<file path="src/rtl/pcsia_pkg.sv">
package pcsia_pkg;
  localparam int PC_W = 13;
  localparam int STACK_DEPTH = 8;
  localparam int SP_W = 3;
  localparam int FADDR_W = 8;
  localparam int EADDR_W = 9;
  localparam logic [PC_W-1:0] PC_RESET = 13'h0000;
  localparam logic [4:0] LATCH_RESET = 5'h00;
  localparam logic [SP_W-1:0] SP_RESET = 3'h0;
  localparam logic [FADDR_W-1:0] FSP_RESET = 8'h00;
  localparam logic [FADDR_W-1:0] INDIRECT_PORT_ADDR = 8'h00;
  localparam logic [7:0] INDIRECT_SELF_READ = 8'h00;
  localparam logic [PC_W-1:0] INT_VECTOR = 13'h0004;
  localparam logic [PC_W-1:0] PC_STEP = 13'h0001;

  typedef enum logic [2:0] {
    PCSIA_OP_NEXT,
    PCSIA_OP_JUMP,
    PCSIA_OP_BRANCH,
    PCSIA_OP_RETURN,
    PCSIA_OP_INTERRUPT,
    PCSIA_OP_HOLD
  } pcsia_op_e;

  typedef struct packed {
    pcsia_op_e op;
    logic [10:0] target;
  } pcsia_flow_s;

  typedef struct packed {
    logic read;
    logic write;
    logic [FADDR_W-1:0] addr;
    logic [7:0] wdata;
  } pcsia_file_req_s;

  typedef struct packed {
    logic read;
    logic write;
    logic [EADDR_W-1:0] addr;
    logic [7:0] wdata;
  } pcsia_mem_req_s;
endpackage : pcsia_pkg

</file>
<file path="src/rtl/pcsia_core.sv">
module pcsia_core (
  // Clock and reset.
  input wire logic core_clk,
  input wire logic reset_n,
  // Program flow from the execution logic.
  input wire pcsia_pkg::pcsia_flow_s flow,
  input wire logic low_byte_wr,
  input wire logic [7:0] low_byte_wdata,
  input wire logic latch_wr,
  input wire logic [4:0] latch_wdata,
  // Data file access from the execution logic.
  input wire pcsia_pkg::pcsia_file_req_s file_req,
  input wire logic fsp_wr,
  input wire logic [7:0] fsp_wdata,
  input wire logic indirect_bank_bit,
  input wire logic [7:0] mem_rdata,
  // Program flow outputs.
  output logic [12:0] pc,
  output logic [7:0] pc_low_byte_register,
  output logic [4:0] pc_high_latch,
  // Data file outputs.
  output logic [7:0] file_select_pointer,
  output pcsia_pkg::pcsia_mem_req_s mem_req,
  output logic [7:0] file_rdata
);
  logic [12:0] pc_q, pc_d;
  logic [4:0] latch_q;
  logic [2:0] sp_q;
  logic [12:0] stack_q [pcsia_pkg::STACK_DEPTH];
  logic [7:0] fsp_q;
  logic push, pop;
  logic [2:0] pop_idx;
  logic ind_hit, ind_self;
  logic [7:0] sel_addr;

  // Pushes store the return point, which is the next sequential address.
  // A low byte write overrides the op, so it must not move the stack either.
  assign push = !low_byte_wr &&
                ((flow.op == pcsia_pkg::PCSIA_OP_JUMP) ||
                 (flow.op == pcsia_pkg::PCSIA_OP_INTERRUPT));
  assign pop = !low_byte_wr &&
               (flow.op == pcsia_pkg::PCSIA_OP_RETURN);
  // The pointer wraps silently in both directions, with no flag.
  assign pop_idx = sp_q - 3'h1;

  always_comb begin
    pc_d = pc_q + pcsia_pkg::PC_STEP;
    if (low_byte_wr) begin
      pc_d = {latch_q, low_byte_wdata};
    end else begin
      unique case (flow.op)
        pcsia_pkg::PCSIA_OP_NEXT: pc_d = pc_q + pcsia_pkg::PC_STEP;
        pcsia_pkg::PCSIA_OP_JUMP,
        pcsia_pkg::PCSIA_OP_BRANCH: pc_d = {latch_q[4:3], flow.target};
        pcsia_pkg::PCSIA_OP_RETURN: pc_d = stack_q[pop_idx];
        pcsia_pkg::PCSIA_OP_INTERRUPT: pc_d = pcsia_pkg::INT_VECTOR;
        pcsia_pkg::PCSIA_OP_HOLD: pc_d = pc_q;
        default: pc_d = pc_q;
      endcase
    end
  end

  always_ff @(posedge core_clk or negedge reset_n) begin
    if (!reset_n) begin
      pc_q <= pcsia_pkg::PC_RESET;
    end else begin
      pc_q <= pc_d;
    end
  end

  // The latch changes only on its own write, never on push or pop.
  always_ff @(posedge core_clk or negedge reset_n) begin
    if (!reset_n) begin
      latch_q <= pcsia_pkg::LATCH_RESET;
    end else if (latch_wr) begin
      latch_q <= latch_wdata;
    end
  end

  // The pointer has no port, so software can neither see nor move it.
  always_ff @(posedge core_clk or negedge reset_n) begin
    if (!reset_n) begin
      sp_q <= pcsia_pkg::SP_RESET;
    end else if (push) begin
      sp_q <= sp_q + 3'h1;
    end else if (pop) begin
      sp_q <= pop_idx;
    end
  end

  // Stack storage is private, apart from both address spaces.
  always_ff @(posedge core_clk) begin
    if (push) begin
      stack_q[sp_q] <= pc_q + pcsia_pkg::PC_STEP;
    end
  end

  always_ff @(posedge core_clk or negedge reset_n) begin
    if (!reset_n) begin
      fsp_q <= pcsia_pkg::FSP_RESET;
    end else if (fsp_wr) begin
      fsp_q <= fsp_wdata;
    end
  end

  assign ind_hit = (file_req.addr == pcsia_pkg::INDIRECT_PORT_ADDR);
  assign ind_self = ind_hit &&
                    (fsp_q == pcsia_pkg::INDIRECT_PORT_ADDR);
  assign sel_addr = ind_hit ? fsp_q : file_req.addr;

  // Handshake-style request outputs are combinational for same-cycle access.
  always_comb begin
    mem_req.addr = {indirect_bank_bit, sel_addr};
    mem_req.wdata = file_req.wdata;
    mem_req.read = file_req.read && !ind_self;
    mem_req.write = file_req.write && !ind_self;
  end

  always_ff @(posedge core_clk or negedge reset_n) begin
    if (!reset_n) begin
      file_rdata <= 8'h00;
    end else if (file_req.read) begin
      file_rdata <= ind_self ? pcsia_pkg::INDIRECT_SELF_READ : mem_rdata;
    end
  end

  assign pc = pc_q;
  assign pc_low_byte_register = pc_q[7:0];
  assign pc_high_latch = latch_q;
  assign file_select_pointer = fsp_q;
endmodule : pcsia_core

</file>
<file path="config.mk">
export PLATFORM = sky130hd
export DESIGN_NAME = pcsia_core
export DESIGN_NICKNAME = d
export VERILOG_FILES = /design/src/rtl/pcsia_pkg.sv /design/src/rtl/pcsia_core.sv
export SDC_FILE = /design/constraint.sdc
export NUM_CORES = 1
export LEC_CHECK = 0
export BUFFER_PORTS_ARGS = -buffer_cell sky130_fd_sc_hd__buf_4
export CORE_MARGIN = 1
export CORE_UTILIZATION = 50
export CTS_CLUSTER_DIAMETER = 60
export CTS_CLUSTER_SIZE = 28
export DETAILED_ROUTE_END_ITERATION = 8
export GPL_ROUTABILITY_DRIVEN = 1
export PLACE_DENSITY_LB_ADDON = 0.25
export SLEW_MARGIN = 20
export SYNTH_ARGS = -nofsm -noshare
export SYNTH_HDL_FRONTEND = slang
export SYNTH_SLANG_ARGS = --single-unit
</file>
<file path="constraint.sdc">
create_clock -name core_clk -period 3.57 [get_ports core_clk]
set_clock_uncertainty 0.05 [all_clocks]
set_input_delay 1.071 -clock core_clk [delete_from_list [all_inputs] [get_ports core_clk]]
set_output_delay 1.071 -clock core_clk [all_outputs]
set_load 0.01 [all_outputs]
</file>
# ---- Word level (Yosys, flattened, before mapping)
# Memories as Yosys holds them, arrays and structs flattened.
# Cells that the tools add are included.
dict set report word_totals {
  register_bits 37
  ramBits 104
  inputBits 67
  output_inout_bits 61
  mem_count 1
}
dict set report classes {
  eq_ne 4
  addsub 3
  n_reduce_logical 14
  muxes 8
}
# name depth width rd rd_clocked_by_memory_dff write_ports line_no
set mem_list {}
lappend mem_list {stack_q 8 13 1 0 1 pcsia_core.sv:29} ;# logic [12:0] stack_q [pcsia_pkg::STACK_DEPTH];
# operator n
set op_table {}
lappend op_table {{$pmux 13 s4} 1}
lappend op_table {{$logic_not 8->1} 2}
lappend op_table {{$mux 8} 2}
lappend op_table {{$add 13x1->13 const B} 1}
lappend op_table {{$mux 13} 1}
lappend op_table {{$eq 3x2->1 const B} 2}
lappend op_table {{$mux 3} 2}
lappend op_table {{$logic_and 1x1->1} 5}
lappend op_table {{$reduce_bool 5->1} 1}
lappend op_table {{$add 3x1->3 const B} 1}
lappend op_table {{$eq 3x1->1 const B} 1}
lappend op_table {{$eq 3x3->1 const B} 1}
lappend op_table {{$logic_not 3->1} 1}
lappend op_table {{$sub 3x1->3 const B} 1}
lappend op_table {{$logic_not 1->1} 2}
lappend op_table {{$mux 1} 2}
lappend op_table {{$reduce_bool 2->1} 1}
lappend op_table {{$reduce_or 2->1} 1}
lappend op_table {{$logic_or 1x1->1} 1}

# ---- Logic depth before layout (Yosys ltp)
dict set report logic_depth {
  ltp_word 5
  mapped_depth 11
  depth_no_buf 7
}

# ---- Least setup slack after synthesis
# No wires, ideal clock.
dict set report synth_path {
  path_type {input-to-output}
  from {input port file_req[12] (netlist bit)}
  to {output port mem_req[18] (netlist bit)}
  cell_stages 4
  required_ps 2449
  t_arrival_ps 2187
  setup_slack_ps 262
  path_buffers 0
  path_cell_list {or4_4 nor3_4 and3_1 nor2_2}
}
# item line_no
set synth_rtl {}
lappend synth_rtl {{start, declared} pcsia_core.sv:12} ;# input wire pcsia_pkg::pcsia_file_req_s file_req,
lappend synth_rtl {{end, declared} pcsia_core.sv:23} ;# output pcsia_pkg::pcsia_mem_req_s mem_req,

==> impl_metrics.py <==
metrics = {
    "die": {
        "rows": 40,
        "pin_count": 128,
        "start_util": 0.516,
        "die-height_um": 114,
        "die_x_um": 114,
        "core_area_um2": 12100,
        "die_area_um2": 13000,
    },
    "clock_tree": {
        "htreeDepth": 4,
        "cts_sinks": 141,
        "cts.clk_slew.worst_paths_ns": 0.05,
        "cts_hold_buffers": 0,
        "cts_tree": "yes",
        "root_buffer": "clkbuf_16",
        "cts_made_buffers": 17,
        "post_cts_buffers": 0,
        "clkLatencyLatePin_ns": 0.41,
        "ctsLongestPathBuffers": 2,
        "cts_resized": 0,
    },
    "setup_path": {
        "start_kind": "primary input",
        "cp.required_ns": 2.45,
        "cp_data_arrival_time_ns": 2.35,
        "worstPathMaxFanout": 7,
        "crit_type": "in -> out",
        "end_kind": "output port",
        "startpoint": "file_req[12]",
        "reg2reg_from": "sp_q[1]",
    },
    "global_route": {
        "antenna_found_initial": 0,
        "track_usage": 0.262,
        "grt_pass1_wl_mm": 24.3,
        "grt_pass1_vias": 4274,
        "grt_max_degree": 38,
        "grt_overflow_total": 0,
    },
    "route": {
        "first_iter_violations": 306,
        "met2_length_mm": 7.96,
        "drt_pre_antenna_iters": 5,
        "drc": 0,
        "ant_nets": 0,
        "post_drt_wl_per_cell_um": 21.4,
        "num_vias": 4209,
        "met3_length_um": 835,
        "met1Wirelength_mm": 6.48,
        "vias_per_cell": 5.73,
        "wirelength_mm": 15.7,
        "routed.top_layer": "met4",
    },
    "yosys": {
        "async_reset_ff_frac": 0.262,
        "postSynthCellCount": 436,
        "synth-edff-count": 104,
        "ys_seq_elements": 141,
        "avgSynthCellArea_um2": 14.3,
        "netlist_area_um2": 6250,
        "synth_ff_type": "edfxtp_1",
        "ys_seq_area_frac": 0.648,
        "ys_warn_count": 0,
        "netlist-cell-type-count": 47,
        "syn-num-nets": 506,
    },
    "cells_and_area": {
        "syn2layout_area_growth_pct": 25.1,
        "diodes": 0,
        "finish.utilization": 0.646,
        "fin_cells": 734,
        "num-fill-cells": 944,
        "final_nets": 623,
        "drive_gt1_frac": 0.346,
    },
    "sta": {
        "finalHoldViolCount": 0,
        "finalSetupViolCount": 0,
        "rsz0062_at_grt": "no",
        "tightestPinTransition_ns": 0.833,
        "min_period_ns": 3.47,
        "fin_crit_sh": 0.972,
        "timing.fmax_mhz": 288,
        "relSlewSlack": 0.441,
        "maxSlewViolCount": 0,
        "tns_ns": 0,
    },
    "power_and_ir_drop": {
        "power_leakage_nw": 3.07,
        "irDropWorstVdd_mv": 0.405,
        "finalPower_mw": 5.20,
        "power.density_nw_per_um2": 664,
    },
    "placed_design": {
        "gp_congestion": 0.850,
        "port-buffer-count": 109,
        "placed_cells": 702,
        "dp_hpwl_mm": 10.7,
    },
    "worst_hold_path": {
        "hold_start": "file_rdata[7]",
        "hp-class": "reg -> reg",
    },
    "run_status": {
        "status": "finished clean",
    },
    "flow_run": {
        "cap_violations": 0,
    },
}
final timing paths:
| kind | cells past startpoint | slack, ns | end |
|---|---|---|---|
| worst max-delay path | 6 | 0.1 | mem_req[14] |
| worst min-delay path | 1 | 0.47 | file_rdata[7] |
| worst max register to register | 8 | 1.19 | pc[7] |
| worst min register to register | 1 | 0.47 | file_rdata[7] |
| max in group asynchronous | 1 | 2.53 | sp_q[0] |
| min in group asynchronous | 1 | 0.58 | file_rdata[3] |
critical path, cell delays in order:
cell and delay [ns]:
buf_4 0.11, or4_4 0.55, nor3_4 0.18, buf_4 0.17, a21o_1 0.14, buf_4 0.12
layout make-up:
cell class / count / area, um2 / area share
clock inverter: 10 / 121 / 0.0155
multi-input combinational: 250 / 1960 / 0.251
sequential: 141 / 4050 / 0.518
inverter: 10 / 37.5 / 0.00480
timing repair buffer: 133 / 998 / 0.128
clock buffer: 22 / 444 / 0.0568
tap: 168 / 210 / 0.0269
Yosys cell counts (4+ instances only):
library cell  count  share of area
nand4_1           4         0.0040
a21o_1            9          0.011
inv_1             9         0.0054
mux4_2           19          0.068
mux2_2           13          0.023
a221oi_1          7         0.0098
o22ai_1           7         0.0070
mux2i_1          16          0.026
o21ai_0          14          0.011
a21oi_1          27          0.022
edfxtp_1        104           0.50
xor2_1            6         0.0084
nor2_1           21          0.013
nand2b_1          5         0.0050
dfrtp_1          37           0.15
buf_2             4         0.0032
nand2_1          31          0.019
nor3_1            9         0.0072
clkbuf_1          8         0.0048
a22o_1            8          0.011
nand3_1           7         0.0056
buf_4            21          0.025
xnor2_1          10          0.014
flip-flops by register name, summed over array words and instances (netlist names):
signal and flops:
pc_high_latch 5, sp_q 3, file_rdata 8, stack_q 104, file_select_pointer 8, pc 13
logic make-up (layout without fill, tap and decap cells):
| logic type | Yosys count | count (layout) | share of synthesized area |
|---|---|---|---|
| buffers and inverters | 45 | 175 | 0.0404 |
| AOI/OAI and AO/OA | 87 | 87 | 0.0893 |
| DFF | 141 | 141 | 0.648 |
| muxes | 48 | 48 | 0.117 |
| and+or+nand+nor | 96 | 96 | 0.0768 |
| xor gates and xnor gates | 16 | 16 | 0.0224 |
| adders and majority gates | 3 | 3 | 0.00600 |
cell usage in the layout (no fill, tap or decap), drive strengths merged, types with 15 or more instances in the layout:
master,n
a21oi,27
buf,133
clkbuf,22
dfrtp,37
edfxtp,104
mux2i,16
mux4,19
nand2,31
nor2,22
o21ai,15
layer usage:
metal | global-route usage | vias up
met5 | 0 | -
met4 | 0.128 | 0
met3 | 0.0478 | 42
met2 | 0.412 | 145
met1 | 0.355 | 2124
li1 | - | 1898
report_power, final:
group	leakage, nW	switching (mW)	total (mW)	internal [mW]
combinational	1.42	0.811	1.45	0.638
sequential	1.37	0.111	2.05	1.93
clock	0.278	0.617	1.70	1.08
total	3.07	1.54	5.20	3.66
per-stage QoR:
| step | hold WS, ns | setup slack [ns] | area, um2 |
|---|---|---|---|
| after floorplan | 0.496 | 0.262 | 6250 |
| after global placement | 0.453 | 0.140 | 7260 |
| after detailed placement | 0.455 | 0.0945 | 7260 |
| after CTS | 0.469 | 0.0900 | 7820 |
| after global routing | 0.480 | 0.0401 | 7820 |
| final | 0.469 | 0.0988 | 7820 |
No activity file was read; power rests on OpenSTA's default activity.
